## src/design/fmq_map.svh

```systemverilog
/*
 * constants of the fsk modem queue and event logic: timing, status bit
 * positions, reset values. assumes a 50 MHz reference clock.
 */
`ifndef FMQ_MAP_SVH
`define FMQ_MAP_SVH

// clock and fsk timing
`define FMQ_CLK_NS 20
`define FMQ_FSK_BIT_NS 833333
`define FMQ_FAST_BIT_NS 104167
`define FMQ_CD_MARK_BITS 3
// bit period and queue delay, in cycles
`define FMQ_BIT_CYC ((`FMQ_FSK_BIT_NS + `FMQ_CLK_NS / 2) / `FMQ_CLK_NS)
`define FMQ_FAST_BIT_CYC ((`FMQ_FAST_BIT_NS + `FMQ_CLK_NS / 2) / `FMQ_CLK_NS)
`define FMQ_CD_CYC ((`FMQ_CD_MARK_BITS * `FMQ_FSK_BIT_NS + `FMQ_CLK_NS - 1) / `FMQ_CLK_NS)
`define FMQ_ENQ_CYC ((3 * `FMQ_FSK_BIT_NS / 2 + `FMQ_CLK_NS / 2) / `FMQ_CLK_NS)

// status flag positions
`define FMQ_ST_CTS_OFF 0
`define FMQ_ST_CD_ON 1
`define FMQ_ST_RX_LEVEL 2
`define FMQ_ST_RX_FULL 3
`define FMQ_ST_CD_OFF 4
`define FMQ_ST_RX_EMPTY 5
`define FMQ_ST_CTS_ON 6
`define FMQ_ST_TX_LEVEL 7
`define FMQ_ST_TX_FULL 8
`define FMQ_ST_TX_EMPTY 9
`define FMQ_ST_WIDTH 10
`define FMQ_ST_RESET 10'h000

// queue shape and serial frame
`define FMQ_QUEUE_DEPTH 16
`define FMQ_FRAME_BITS 4'ha
`define FMQ_TIMER_RESET 18'h00000

`endif

```

## src/design/fmq_pkg.sv

```systemverilog
/*
 * types of the fsk modem queue and event logic.
 * assumes fmq_map.svh for all numeric constants.
 */
package fmq_pkg;
    // link arbitration: listening, carrier present, sending
    typedef enum logic [2:0] {
        LINK_LISTEN = 3'b001,
        LINK_CARRIER = 3'b010,
        LINK_SEND = 3'b100
    } fmq_link_type;
endpackage

```

## src/design/fmq_event_logic.sv

```systemverilog
/*
 * receive timing, queues and event/interrupt logic of an fsk loop modem.
 * assumes the analog demodulator supplies tone and byte strobes, the modulator
 * asks for bytes, and the controller side supplies config bits as levels.
 */
`include "fmq_map.svh"
`timescale 1ns/100ps
`default_nettype none
// Functional notes
// - demodulator listens whenever not transmitting
// - carrier detect after three mark periods
// - uart mode auto-drains receive queue out
// - byte enqueued 1.5 bit periods after end
// - one character may trail carrier loss
// - spi reads dequeue within a cycle
// - interrupt edge/level and polarity selectable
// - spi-only: irq on uart pin, uart off
// - break mode: irq on sdo or messages
// - mask bit one blocks a flag
// - rts withdrawn sets flag, re-enables demodulator
// - carrier found sets carrier-on flag
// - carrier lost sets carrier-off flag
// - auto enqueue above threshold sets level flag
// - receive full flag, later bytes lost
// - controller dequeue to empty sets flag
// - rts without carrier gives cts, modulates
// - auto dequeue below threshold sets level flag
// - drained transmit queue sets empty flag
module fmq_event_logic #(
    parameter int DEPTH = `FMQ_QUEUE_DEPTH,
    parameter int BIT_CYC = `FMQ_BIT_CYC,
    parameter int FAST_BIT_CYC = `FMQ_FAST_BIT_CYC,
    parameter int CD_CYC = `FMQ_CD_CYC,
    parameter int ENQ_CYC = `FMQ_ENQ_CYC,
    parameter int CW = $clog2(DEPTH + 1)
) (
    // clock and reset
    input wire logic ref_clk,
    input wire logic rst_b,
    // demodulator side
    input wire logic rxFilteredInput,
    input wire logic rxMarkTone,
    input wire logic rxCarrierValid,
    input wire logic rxByteDone,
    input wire logic [7:0] rxByteData,
    output logic demodEnable,
    output logic carrierDetect,
    // modulator side
    output logic modEnable,
    output logic modByteValid,
    input wire logic modByteReady,
    output logic [7:0] modByteData,
    // controller data ports
    input wire logic txWrValid,
    output logic txWrReady,
    input wire logic [7:0] txWrData,
    input wire logic rxRdReq,
    output logic rxRdValid,
    output logic [7:0] rxRdData,
    // configuration levels
    input wire logic rtsPin_b,
    input wire logic rtsCfg,
    input wire logic serialPortDisable,
    input wire logic uartBreakMode,
    input wire logic irqPinEnable,
    input wire logic breakMessageIrqEnable,
    input wire logic irqSensitivitySelect,
    input wire logic irqPolaritySelect,
    input wire logic [CW-1:0] rxThreshold,
    input wire logic [CW-1:0] txThresholdField,
    // status
    input wire logic [`FMQ_ST_WIDTH-1:0] statusMask,
    input wire logic [`FMQ_ST_WIDTH-1:0] statusClear,
    output logic [`FMQ_ST_WIDTH-1:0] status,
    output logic [CW-1:0] rxFill,
    output logic [CW-1:0] txFill,
    // pins and interrupt routes
    output logic serialTxOut,
    output logic irqSdoOut,
    output logic irqSdoOe,
    output logic breakIrqMsg
);
    fmq_pkg::fmq_link_type link_r;
    logic [17:0] cdTimer_r;
    logic [17:0] enqTimer_r;
    logic [17:0] baudTimer_r;
    logic [7:0] pendByte_r;
    logic pending_r;
    logic rtsActive;
    logic rtsPrev_r;
    logic uartOn;
    logic rxPushValid;
    logic rxPushReady;
    logic rxPopValid;
    logic rxPopReady;
    logic [7:0] rxPopData;
    logic [CW-1:0] rxFillNow;
    logic [CW-1:0] txFillNow;
    logic txPush;
    logic txPop;
    logic [9:0] shift_r;
    logic [3:0] bitsLeft_r;
    logic uartLoad;
    logic [`FMQ_ST_WIDTH-1:0] status_r;
    logic [`FMQ_ST_WIDTH-1:0] setEv;
    logic irqAny;
    logic irqAnyPrev_r;
    logic irqAssert;
    logic irqPinLevel;
    logic serialTxOut_r;
    logic rxRdValid_r;
    logic [7:0] rxRdData_r;
    logic breakIrqMsg_r;

    // a request to send comes from the pin (low) or the config bit
    assign rtsActive = !rtsPin_b | rtsCfg;
    assign uartOn = !serialPortDisable;
    assign modEnable = (link_r == fmq_pkg::LINK_SEND);
    assign demodEnable = !modEnable;
    assign carrierDetect = (link_r == fmq_pkg::LINK_CARRIER);

    // link arbitration; receive has priority while carrier stays
    always_ff @(posedge ref_clk or negedge rst_b) begin
        if (!rst_b) begin
            link_r <= fmq_pkg::LINK_LISTEN;
        end else begin
            case (link_r)
                fmq_pkg::LINK_LISTEN: begin
                    if (cdTimer_r == 18'(CD_CYC)) begin
                        link_r <= fmq_pkg::LINK_CARRIER;
                    end else if (rtsActive) begin
                        link_r <= fmq_pkg::LINK_SEND;
                    end
                end
                fmq_pkg::LINK_CARRIER: begin
                    if (!rxCarrierValid) begin
                        link_r <= fmq_pkg::LINK_LISTEN;
                    end
                end
                fmq_pkg::LINK_SEND: begin
                    if (!rtsActive) begin
                        link_r <= fmq_pkg::LINK_LISTEN;
                    end
                end
                default: link_r <= fmq_pkg::LINK_LISTEN;
            endcase
        end
    end

    // count continuous mark tone while listening
    always_ff @(posedge ref_clk or negedge rst_b) begin
        if (!rst_b) begin
            cdTimer_r <= `FMQ_TIMER_RESET;
        end else if (link_r != fmq_pkg::LINK_LISTEN || !rxCarrierValid || !rxMarkTone) begin
            cdTimer_r <= `FMQ_TIMER_RESET;
        end else if (cdTimer_r != 18'(CD_CYC)) begin
            cdTimer_r <= cdTimer_r + 18'h00001;
        end
    end

    // hold each decoded byte for 1.5 bit periods before queueing
    always_ff @(posedge ref_clk or negedge rst_b) begin
        if (!rst_b) begin
            pending_r <= 1'b0;
            pendByte_r <= 8'h00;
            enqTimer_r <= `FMQ_TIMER_RESET;
        end else if (rxByteDone && demodEnable) begin
            pending_r <= 1'b1;
            pendByte_r <= rxByteData;
            enqTimer_r <= 18'(ENQ_CYC);
        end else if (pending_r && enqTimer_r != `FMQ_TIMER_RESET) begin
            enqTimer_r <= enqTimer_r - 18'h00001;
        end else if (pending_r) begin
            pending_r <= 1'b0;
        end
    end
    // a full queue refuses the push and the byte is dropped
    assign rxPushValid = pending_r && (enqTimer_r == `FMQ_TIMER_RESET);

    fmq_fifo #(.WIDTH(8), .DEPTH(DEPTH), .CW(CW)) rxQueue (
        .ref_clk(ref_clk),
        .rst_b(rst_b),
        .inValid(rxPushValid),
        .inReady(rxPushReady),
        .inData(pendByte_r),
        .outValid(rxPopValid),
        .outReady(rxPopReady),
        .outData(rxPopData),
        .fill(rxFillNow)
    );

    // uart mode drains automatically, otherwise controller reads
    assign uartLoad = uartOn && rxPopValid && (bitsLeft_r == 4'h0);
    assign rxPopReady = uartOn ? uartLoad : rxRdReq;

    // controller read answer, one cycle after the request
    always_ff @(posedge ref_clk or negedge rst_b) begin
        if (!rst_b) begin
            rxRdValid_r <= 1'b0;
            rxRdData_r <= 8'h00;
        end else begin
            rxRdValid_r <= !uartOn && rxRdReq && rxPopValid;
            if (!uartOn && rxRdReq && rxPopValid) begin
                rxRdData_r <= rxPopData;
            end
        end
    end
    assign rxRdValid = rxRdValid_r;
    assign rxRdData = rxRdData_r;

    // serial framer: start, eight data lsb first, stop
    always_ff @(posedge ref_clk or negedge rst_b) begin
        if (!rst_b) begin
            shift_r <= 10'h3ff;
            bitsLeft_r <= 4'h0;
            baudTimer_r <= `FMQ_TIMER_RESET;
        end else if (uartLoad) begin
            shift_r <= {1'b1, rxPopData, 1'b0};
            bitsLeft_r <= `FMQ_FRAME_BITS;
            baudTimer_r <= uartBreakMode ? 18'(FAST_BIT_CYC - 1) : 18'(BIT_CYC - 1);
        end else if (bitsLeft_r != 4'h0) begin
            if (baudTimer_r == `FMQ_TIMER_RESET) begin
                shift_r <= {1'b1, shift_r[9:1]};
                bitsLeft_r <= bitsLeft_r - 4'h1;
                baudTimer_r <= uartBreakMode ? 18'(FAST_BIT_CYC - 1) : 18'(BIT_CYC - 1);
            end else begin
                baudTimer_r <= baudTimer_r - 18'h00001;
            end
        end
    end

    // transmit queue, filled by controller, drained by modulator
    assign txPush = txWrValid && txWrReady;
    assign txPop = modByteValid && modByteReady && modEnable;

    fmq_fifo #(.WIDTH(8), .DEPTH(DEPTH), .CW(CW)) txQueue (
        .ref_clk(ref_clk),
        .rst_b(rst_b),
        .inValid(txWrValid),
        .inReady(txWrReady),
        .inData(txWrData),
        .outValid(modByteValid),
        .outReady(modByteReady && modEnable),
        .outData(modByteData),
        .fill(txFillNow)
    );
    assign rxFill = rxFillNow;
    assign txFill = txFillNow;

    // previous request level for withdrawal detection
    always_ff @(posedge ref_clk or negedge rst_b) begin
        if (!rst_b) begin
            rtsPrev_r <= 1'b0;
        end else begin
            rtsPrev_r <= rtsActive;
        end
    end

    // events that set status flags
    always_comb begin
        setEv = `FMQ_ST_RESET;
        setEv[`FMQ_ST_CTS_OFF] = rtsPrev_r && !rtsActive;
        setEv[`FMQ_ST_CD_ON] = (link_r == fmq_pkg::LINK_LISTEN) && (cdTimer_r == 18'(CD_CYC));
        setEv[`FMQ_ST_CD_OFF] = carrierDetect && !rxCarrierValid;
        setEv[`FMQ_ST_RX_LEVEL] = rxPushValid && rxPushReady && !(rxPopValid && rxPopReady)
            && (rxFillNow == rxThreshold);
        setEv[`FMQ_ST_RX_FULL] = rxPushValid && rxPushReady && !(rxPopValid && rxPopReady)
            && (rxFillNow == CW'(DEPTH - 1));
        setEv[`FMQ_ST_RX_EMPTY] = rxPopValid && rxPopReady && !(rxPushValid && rxPushReady)
            && (rxFillNow == CW'(1));
        setEv[`FMQ_ST_CTS_ON] = (link_r == fmq_pkg::LINK_LISTEN) && rtsActive
            && (cdTimer_r != 18'(CD_CYC));
        setEv[`FMQ_ST_TX_LEVEL] = txPop && !txPush && (txFillNow == txThresholdField);
        setEv[`FMQ_ST_TX_FULL] = txPush && !txPop && (txFillNow == CW'(DEPTH - 1));
        setEv[`FMQ_ST_TX_EMPTY] = txPop && !txPush && (txFillNow == CW'(1));
    end

    // sticky flags, a set beats a clear in the same cycle
    always_ff @(posedge ref_clk or negedge rst_b) begin
        if (!rst_b) begin
            status_r <= `FMQ_ST_RESET;
        end else begin
            status_r <= (status_r & ~statusClear) | setEv;
        end
    end
    assign status = status_r;

    // unmasked flags form the interrupt
    assign irqAny = |(status_r & ~statusMask);

    always_ff @(posedge ref_clk or negedge rst_b) begin
        if (!rst_b) begin
            irqAnyPrev_r <= 1'b0;
        end else begin
            irqAnyPrev_r <= irqAny;
        end
    end

    // level follows the flags; edge gives a one-cycle pulse on rise
    assign irqAssert = irqSensitivitySelect ? irqAny : (irqAny && !irqAnyPrev_r);
    assign irqPinLevel = irqPolaritySelect ? irqAssert : !irqAssert;

    // serial pin: framer, or interrupt when uart is off
    always_ff @(posedge ref_clk or negedge rst_b) begin
        if (!rst_b) begin
            serialTxOut_r <= 1'b1;
        end else if (uartOn) begin
            serialTxOut_r <= (bitsLeft_r != 4'h0) ? shift_r[0] : 1'b1;
        end else begin
            serialTxOut_r <= irqPinEnable ? irqPinLevel : 1'b1;
        end
    end
    assign serialTxOut = serialTxOut_r;

    // break mode routes: sdo pin or a break message request
    assign irqSdoOe = uartBreakMode && irqPinEnable;
    assign irqSdoOut = irqSdoOe ? irqPinLevel : 1'b0;

    always_ff @(posedge ref_clk or negedge rst_b) begin
        if (!rst_b) begin
            breakIrqMsg_r <= 1'b0;
        end else begin
            breakIrqMsg_r <= uartBreakMode && uartOn && breakMessageIrqEnable
                && irqAny && !irqAnyPrev_r;
        end
    end
    assign breakIrqMsg = breakIrqMsg_r;

    // raw filtered input is watched only through the tone strobes
    logic unusedIn;
    assign unusedIn = rxFilteredInput;
endmodule
`default_nettype wire

```

## src/design/fmq_fifo.sv

```systemverilog
/*
 * flip-flop fifo with valid/ready on both sides and a fill count.
 * assumes one clock, asynchronous active-low reset.
 */
`timescale 1ns/100ps
`default_nettype none
module fmq_fifo #(
    parameter int WIDTH = 8,
    parameter int DEPTH = 16,
    parameter int CW = $clog2(DEPTH + 1)
) (
    // clock and reset
    input wire logic ref_clk,
    input wire logic rst_b,
    // filling side
    input wire logic inValid,
    output logic inReady,
    input wire logic [WIDTH-1:0] inData,
    // draining side
    output logic outValid,
    input wire logic outReady,
    output logic [WIDTH-1:0] outData,
    // occupancy
    output logic [CW-1:0] fill
);
    localparam int AW = (DEPTH > 1) ? $clog2(DEPTH) : 1;
    logic [WIDTH-1:0] mem_r [DEPTH];
    logic [AW-1:0] wrIdx_r;
    logic [AW-1:0] rdIdx_r;
    logic [CW-1:0] fill_r;
    logic push;
    logic pop;

    // handshakes
    assign inReady = (fill_r != CW'(DEPTH));
    assign outValid = (fill_r != '0);
    assign push = inValid & inReady;
    assign pop = outValid & outReady;
    assign outData = mem_r[rdIdx_r];
    assign fill = fill_r;

    // storage write
    always_ff @(posedge ref_clk) begin
        if (push) begin
            mem_r[wrIdx_r] <= inData;
        end
    end

    // pointers wrap at depth
    always_ff @(posedge ref_clk or negedge rst_b) begin
        if (!rst_b) begin
            wrIdx_r <= '0;
            rdIdx_r <= '0;
        end else begin
            if (push) begin
                wrIdx_r <= (wrIdx_r == AW'(DEPTH - 1)) ? '0 : wrIdx_r + 1'b1;
            end
            if (pop) begin
                rdIdx_r <= (rdIdx_r == AW'(DEPTH - 1)) ? '0 : rdIdx_r + 1'b1;
            end
        end
    end

    // fill count
    always_ff @(posedge ref_clk or negedge rst_b) begin
        if (!rst_b) begin
            fill_r <= '0;
        end else if (push && !pop) begin
            fill_r <= fill_r + 1'b1;
        end else if (pop && !push) begin
            fill_r <= fill_r - 1'b1;
        end
    end
endmodule
`default_nettype wire

```

## config.mk

```make
export PLATFORM = sky130hd
export DESIGN_NAME = fmq_event_logic
export DESIGN_NICKNAME = d
export VERILOG_FILES = /design/src/design/fmq_pkg.sv /design/src/design/fmq_event_logic.sv /design/src/design/fmq_fifo.sv
export VERILOG_INCLUDE_DIRS = /design/src /design/src/design
export SDC_FILE = /design/constraint.sdc
export NUM_CORES = 1
export LEC_CHECK = 0
export BUFFER_PORTS_ARGS = -buffer_cell sky130_fd_sc_hd__buf_2
export CORE_MARGIN = 3
export CORE_UTILIZATION = 60
export CTS_BUF_LIST = sky130_fd_sc_hd__clkbuf_4 sky130_fd_sc_hd__clkbuf_8
export CTS_CLUSTER_SIZE = 10
export DETAILED_ROUTE_END_ITERATION = 7
export PLACE_DENSITY_LB_ADDON = 0.12
export SETUP_SLACK_MARGIN = 0.05
export SLEW_MARGIN = 20
export SYNTH_ARGS = -nofsm -noshare
export SYNTH_HDL_FRONTEND = slang
export SYNTH_SLANG_ARGS = --single-unit
```

## constraint.sdc

```tcl
create_clock -name ref_clk -period 7.3 [get_ports ref_clk]
set_input_delay 0.73 -clock ref_clk [delete_from_list [all_inputs] [get_ports ref_clk]]
set_output_delay 0.73 -clock ref_clk [all_outputs]
set_load 0.05 [all_outputs]
```

# After elaboration in Yosys (flattened, before gate mapping)
# Memory sizes are Yosys's and may differ from the RTL's.
# Index checks and enable logic that the tools add are counted.
[classes] n_addsub=12 n_eq_ne=22 muxes=40 n_bitwise=10 reduce_logical=72
[op_table] op="18-bit two-way mux" count=7
[op_table] op="1-bit logical AND" count=38
[op_table] op="18-bit logical NOT" count=2
[op_table] op="18-bit by 1-bit subtractor with 18-bit output (second input constant)" count=2
[op_table] op="10-bit two-way mux" count=3
[op_table] op="4-bit two-way mux" count=7
[op_table] op="10-bit bitwise AND" count=2
[op_table] op="5-bit two-way mux" count=4
[op_table] op="10-bit inverter" count=2
[op_table] op="18-bit by 1-bit adder with 18-bit output (second input constant)" count=1
[op_table] op="18-bit by 17-bit equality test with 1-bit output (second input constant)" count=1
[op_table] op="18-bit by 17-bit != test with 1-bit output (second input constant)" count=1
[op_table] op="18-bit nonzero test" count=1
[op_table] op="4-bit by 1-bit adder with 4-bit output (second input constant)" count=4
[op_table] op="4-bit equality test (second input constant)" count=4
[op_table] op="1-bit logical NOT" count=16
[op_table] op="16-bit two-way mux" count=1
[op_table] op="1-bit two-way mux" count=13
[op_table] op="3-bit two-way mux" count=4
[op_table] op="2-bit nonzero test" count=6
[op_table] op="5-bit by 1-bit adder with 5-bit output (second input constant)" count=2
[op_table] op="5-bit by 1-bit equality test with 1-bit output (second input constant)" count=2
[op_table] op="5-bit by 4-bit equality test with 1-bit output (second input constant)" count=2
[op_table] op="5-bit equality test" count=2
[op_table] op="20 further kinds" count=29
[totals] register_bits=129 ram_bits=256 input_bits=63 out_inout_bits=46 elab_cells=179 mem_count=2
[memory_table] name="rxQueue.mem_r" depth=16 word_bits=8 rd=1 rd_clocked_by_memory_dff=0 write_ports=1 line="fmq_fifo.sv:27" source="logic [WIDTH-1:0] mem_r [DEPTH];"
[memory_table] name="txQueue.mem_r" depth=16 word_bits=8 rd=1 rd_clocked_by_memory_dff=0 write_ports=1 line="fmq_fifo.sv:27"

# Longest topological paths before layout
[logic_depth] word_depth=9 ltp_mapped=11 ltp_nobuf=11

# Hierarchy
# From an unflattened synthesis, not the netlist that was laid out.
[hier_totals] cells_unflattened=1153 hier_area_um2=16643.5
[by_module_without_submodules] module="fmq_fifo" n_inst=2 cells_per_inst=312 area_each_um2=5766.8 seq_area_each_um2=4169.0
[by_module_without_submodules] module="fmq_event_logic" n_inst=1 cells_per_inst=529 area_each_um2=5109.9 seq_area_each_um2=2566.2

# Worst setup path after synthesis
# OpenSTA, ideal clock, no wires.
[synth_path] kind="reg-to-reg" from="reg txQueue.fill_r[2], in the netlist txQueue.fill[2]" to="reg txQueue.fill_r[3], in the netlist txQueue.fill[3]" t_arrival_ps=3030 required_ps=7217 slack_ps=4188 path_stages_with_launch=11 n_path_buf=2 path_cell_list="dfrtp_1 -> clkbuf_1 -> nor2_1 -> nand3_1 -> nand2_1 -> inv_1 -> clkbuf_1 -> ha_1 -> or4_1 -> a21oi_1 -> xor2_1"
[synth_between] elab_chain_cells=5 elab_cells_between_ends=13 cone_classes="add/sub (2); eq/ne (1); mux (2); bitwise (2); reduce/logical (6)"
[synth_rtl] element="start, declared" line="fmq_fifo.sv:30" source="logic [CW-1:0] fill_r;"
[synth_rtl] element="start signal, assigned" line="fmq_fifo.sv:69" source="fill_r <= fill_r + 1'b1;"
[synth_rtl] element="start signal, assigned" line="fmq_fifo.sv:71" source="fill_r <= fill_r - 1'b1;"
[synth_rtl] element="5-bit != test *" line="fmq_fifo.sv:35" source="assign inReady = (fill_r != CW'(DEPTH));"
[synth_rtl] element="named net txWrReady" line="fmq_event_logic.sv:55" source="output logic txWrReady,"
[synth_rtl] element="1-bit bitwise AND *" line="fmq_fifo.sv:37" source="assign push = inValid & inReady;"
[synth_rtl] element="1-bit logical NOT" line="fmq_fifo.sv:70" source="end else if (pop && !push) begin"
[synth_rtl] element="1-bit logical AND" line="fmq_fifo.sv:70"
[synth_rtl] element="2-bit nonzero test (no source line)"
# The timed path passes the listed nets; every way through them passes the cells marked *. The select of a mux whose other input is x is not followed.
# A chain may end at the register's enable or synchronous reset.

# Worst setup path in the final report
[layout_path] from="reg txQueue.rdIdx_r[0]" to="out modByteData[2]"
[layout_between] elab_chain_cells=1
[layout_rtl] element="start, declared" line="fmq_fifo.sv:29" source="logic [AW-1:0] rdIdx_r;"
[layout_rtl] element="start signal, assigned" line="fmq_fifo.sv:59" source="rdIdx_r <= (rdIdx_r == AW'(DEPTH - 1)) ? '0 : rdIdx_r + 1'b1;"
[layout_rtl] element="memory 16 x 8 bit"
[layout_rtl] element="end, declared" line="fmq_event_logic.sv:52" source="output logic [7:0] modByteData,"
# No other way between the ends.

==> results.rst <==
.. list-table::
   :header-rows: 1

   * - Metric
     - Value
   * - Largest family of logic cells by synthesized area
     - simple AND/OR/NAND/NOR gates
   * - Share of the cycle needed by the critical path after routing
     - 52.01%
   * - Sequential cell fraction of total power
     - 43.8%
   * - DR vias
     - 10170
   * - Insertion delay to the later sink of the worst-skew pair
     - a little over 0.6 ns
   * - Remaining global-route overflow
     - 0
   * - Half-perimeter wire length after placement
     - 22.88 mm
   * - Worst setup skew after layout
     - about 0.036 ns
   * - FF-to-FF End
     - rxQueue.mem_r[12][1]
   * - Count of synthesis-stage warnings from yosys
     - 0
   * - Cell internal power dissipation
     - roughly 0.0043 W
   * - R2R setup slack
     - 4.11 ns
   * - CP required
     - 6.57 ns
   * - Total Routed Length
     - 34.41 mm
   * - # H-tree levels
     - 2
   * - IO Count
     - 109
   * - R2r worst-path depth
     - 7
   * - Gp weighted congestion
     - just over 0.8
   * - Share of cell area taken by muxes after synthesis
     - 10.08%
   * - Horizontal die dimension
     - 173.0 um
   * - Max-cap violations
     - 0
   * - Register clock-pin slew on the reported worst setup and hold paths
     - 0.07 ns
   * - Via count of the first global-routing pass
     - 10350
   * - Number of instances in the synthesized netlist
     - 1190
   * - Worst endpoint data arrival time
     - 3.07 ns
   * - Highest fanout seen on the critical path
     - 48
   * - Fraction of the yosys area taken by sequential cells
     - 65.20%
   * - Max IR drop VDD
     - 0.2584 mV
   * - Highest-count cells in the layout ignoring fill and taps
     - sky130_fd_sc_hd__edfxtp_1, sky130_fd_sc_hd__dfrtp_1, sky130_fd_sc_hd__buf_2
   * - Synth Area in XOR/XNOR
     - between 2 and 2.5%
   * - Footprint of the multi-input gates
     - about 5400 um2
   * - Pre-antenna DRT Iters
     - 5
   * - Share of synthesized cell area in full adder, half adder and majority cells
     - under 10%
   * - Number of antenna violations at the first check in global routing
     - 1
   * - Ant diodes
     - 0
   * - Signed area change from the synthesized netlist to the final layout
     - 13.47%
   * - Most frequently used flop master after synthesis
     - sky130_fd_sc_hd__edfxtp_1
   * - Resized cells post-CTS
     - 0
   * - Compound-Gate Fraction of Synth Area
     - under 10%
   * - Final hold vios
     - 0
   * - Clock period minus final worst setup slack
     - 3.796 ns
   * - Max-slew violation count
     - 0
   * - Hold Path Class
     - input pin to asynchronous set/reset pin
   * - Antenna Violating Nets Remaining
     - 0
   * - Netlist cell types
     - 73
   * - Slew margin rel.
     - 28.11%
   * - Simple-gate area share of the yosys netlist
     - 10.59%
   * - DIE AREA
     - between 20000 and 30000 um2
   * - Achievable clock frequency
     - 263.4 MHz
   * - Hold slack
     - 0.1710 ns
   * - Buffers inserted by post-CTS timing repair
     - 0
   * - Setup crit start kind
     - flip-flop
   * - Least-Margin Pin Slew
     - about 1.1 ns
   * - Number of setup violations in the final report
     - 0
   * - Number of nets produced by synthesis
     - 1283
   * - Post-route setup TNS
     - 0 ns
   * - Fill count
     - a little under 2000
   * - Row count
     - 60
   * - Core Region
     - about 27000 um2
   * - Fraction of final layout cells sized beyond drive strength 1
     - 23.27%
   * - Most frequent standard cell in the layout excluding fill and tap cells
     - sky130_fd_sc_hd__edfxtp_1
   * - Placed cell areas
     - 17620 um2
   * - Sinks on Clock Net
     - about 380
   * - Number of vias per cell
     - 5.836
   * - Switching power as a share of total power
     - 34.15%
   * - Leakage power
     - 7.133 nW
   * - Pwr/cell area
     - approximately 350 nW/um2
   * - EDFF count, synth
     - 256
   * - Clock root cell
     - sky130_fd_sc_hd__clkbuf_8
   * - Wire per inst
     - 19.74 um
   * - Clock buffer depth
     - 3
   * - Overall die height
     - 173.0 um
   * - Register area
     - 10910 um2
   * - Share of total power in the clock network
     - 29.8%
   * - Maximum number of pins on one net before global-route repair
     - 86
   * - Clock buffers created by TritonCTS
     - 60
   * - GRT Util Overall
     - a little under a quarter
   * - Fraction of registers with async set or reset after synthesis
     - 33.33%
   * - Status
     - complete, no violations
   * - Crit Path Category
     - flip-flop to output port
   * - Setup crit end kind
     - output port
   * - Starting density of the core
     - 61.54%
   * - Setup repair after global routing missed its margin
     - false
   * - Number of DRC markers after the initial detailed-route iteration
     - 789
   * - Cell area after technology mapping
     - 16720 um2
   * - Count of buffers inserted at the top-level ports
     - 107
   * - Switching power total
     - 0.002256 W
   * - Avg Synthesized Cell Area
     - 14.05 um2
   * - Origin of the critical flop-to-flop path
     - enqTimer_r[0]
   * - Combinational cell fraction of total power
     - 26.4%
   * - Post-synthesis register bit count
     - 384
   * - First-pass GRT wire length
     - roughly 56 mm
   * - Post-CTS Hold Fix Bufs
     - 0
   * - Clock tree from TritonCTS
     - yes
   * - Remaining routing DRC violations
     - 0
   * - Final-stage net count
     - ~1400
   * - Final cell area excluding filler cells
     - around 19000 um2
[Yosys cell counts, drive strengths merged, types with 4 or more instances]
master  count  area [um2]
dfrtp     117        2928
nor3       37       205.2
mux4       48        1081
o21ai      61       309.0
nor2       66       250.2
and4        7       61.31
nor4b       4       41.29
or3b        4       35.04
inv        47       176.4
a221oi     16       140.1
a22oi       9       67.56
ha         30       375.4
mux2       11       123.9
or3        14       87.58
nor2b       7       43.79
edfxtp    256        7687
xor2       24       210.2
nand3      36       180.2
nor4        5       37.53
buf        16       76.32
nand4      12       75.07
and2       18       112.6
nand2b     12       75.07
dfstp      11       289.0
nand2      90       337.8
o31ai       4       30.03
xnor2      22       192.7
nor3b       9       72.57
a311oi      5       43.79
a31oi      10       62.56
o211ai      7       52.55
clkbuf     35       131.4
a21oi      40       200.2
and3        8       50.05
mux2i      48       480.5
[routing by layer]
| layer | up-vias | share of wire, % | routed length, um | GRT usage [%] |
|---|---|---|---|---|
| met5 | - | 0.038 | 13 | 0 |
| met4 | 2 | 2.2 | 755 | 6.554 |
| met3 | 61 | 6.2 | 2144 | 4.963 |
| met2 | 285 | 48 | 16640 | 37.52 |
| met1 | 5049 | 43 | 14850 | 32.92 |
| li1 | 4775 | - | - | - |
[worst max path at each step]
stage,start,end,depth (start not counted)
after CTS,txQueue.rdIdx_r[0],modByteData[2],6
after detailed placement,enqTimer_r[0],rxQueue.mem_r[12][5],7
after global placement,enqTimer_r[0],rxQueue.mem_r[12][5],7
after floorplan,txQueue.fill[2],txQueue.fill[3],10
after global routing,txQueue.rdIdx_r[0],modByteData[2],6
final,txQueue.rdIdx_r[0],modByteData[2],6
[registers in the layout, summed over array words and instances, names as in the netlist, 3 cells and up]
name	count
baudTimer_r	18
bitsLeft_r	4
cdTimer_r	18
enqTimer_r	18
link_r	3
pendByte_r	8
rxQueue.fill	5
rxQueue.mem_r	128
rxQueue.rdIdx_r	4
rxQueue.wrIdx_r	4
rxRdData	8
shift_r	9
status	10
txQueue.fill	5
txQueue.mem_r	128
txQueue.rdIdx_r	4
txQueue.wrIdx_r	4
[worst max-delay path, cell delays in order (launching register included)]
cell and delay, ns:
sky130_fd_sc_hd__dfrtp_2 0.41, sky130_fd_sc_hd__buf_4 0.69, sky130_fd_sc_hd__mux2i_1 0.18, sky130_fd_sc_hd__a221oi_1 0.58, sky130_fd_sc_hd__o21ai_0 0.17, sky130_fd_sc_hd__nand2_1 0.14
sky130_fd_sc_hd__buf_2 0.27
[kinds of logic after synthesis]
group           Yosys count
simple gates            342
xor+xnor                 46
mux                     107
flops                   384
fa+ha+maj                30
buf+inv                  98
compound gates          183
[metrics by stage]
step,worst slack [ns],power (W),std cells,util (%)
4_1_cts,3.466,0.006655,1743,69.81
3_5_place_dp,4.074,0.004686,1630,64.84
6_report,3.504,0.006605,1743,69.83
5_1_grt,3.340,0.006943,1743,69.83
3_3_place_gp,4.116,0.004652,1630,64.84
2_1_floorplan,4.188,0.004172,1190,-
[cell type report]
| type | instances | area share [%] |
|---|---|---|
| flip-flops and latches | 384 | 57.48 |
| multi-input cells | 708 | 28.70 |
| clock buffers | 81 | 5.512 |
| repair buffers | 119 | 3.330 |
| well taps | 372 | 2.453 |
| clock inverters | 32 | 1.602 |
| inverters | 47 | 0.9297 |
[power by group through the flow]
stage | Combinational, W | Sequential, W | Clock [W]
floorplan | 0.00121 | 0.00296 | 0
global placement | 0.00173 | 0.00292 | 0
detailed placement | 0.00175 | 0.00293 | 0
CTS | 0.00176 | 0.00289 | 0.00200
global route | 0.00189 | 0.00294 | 0.00212
finish | 0.00174 | 0.00289 | 0.00197
No activity file was read; power rests on OpenSTA's default activity.
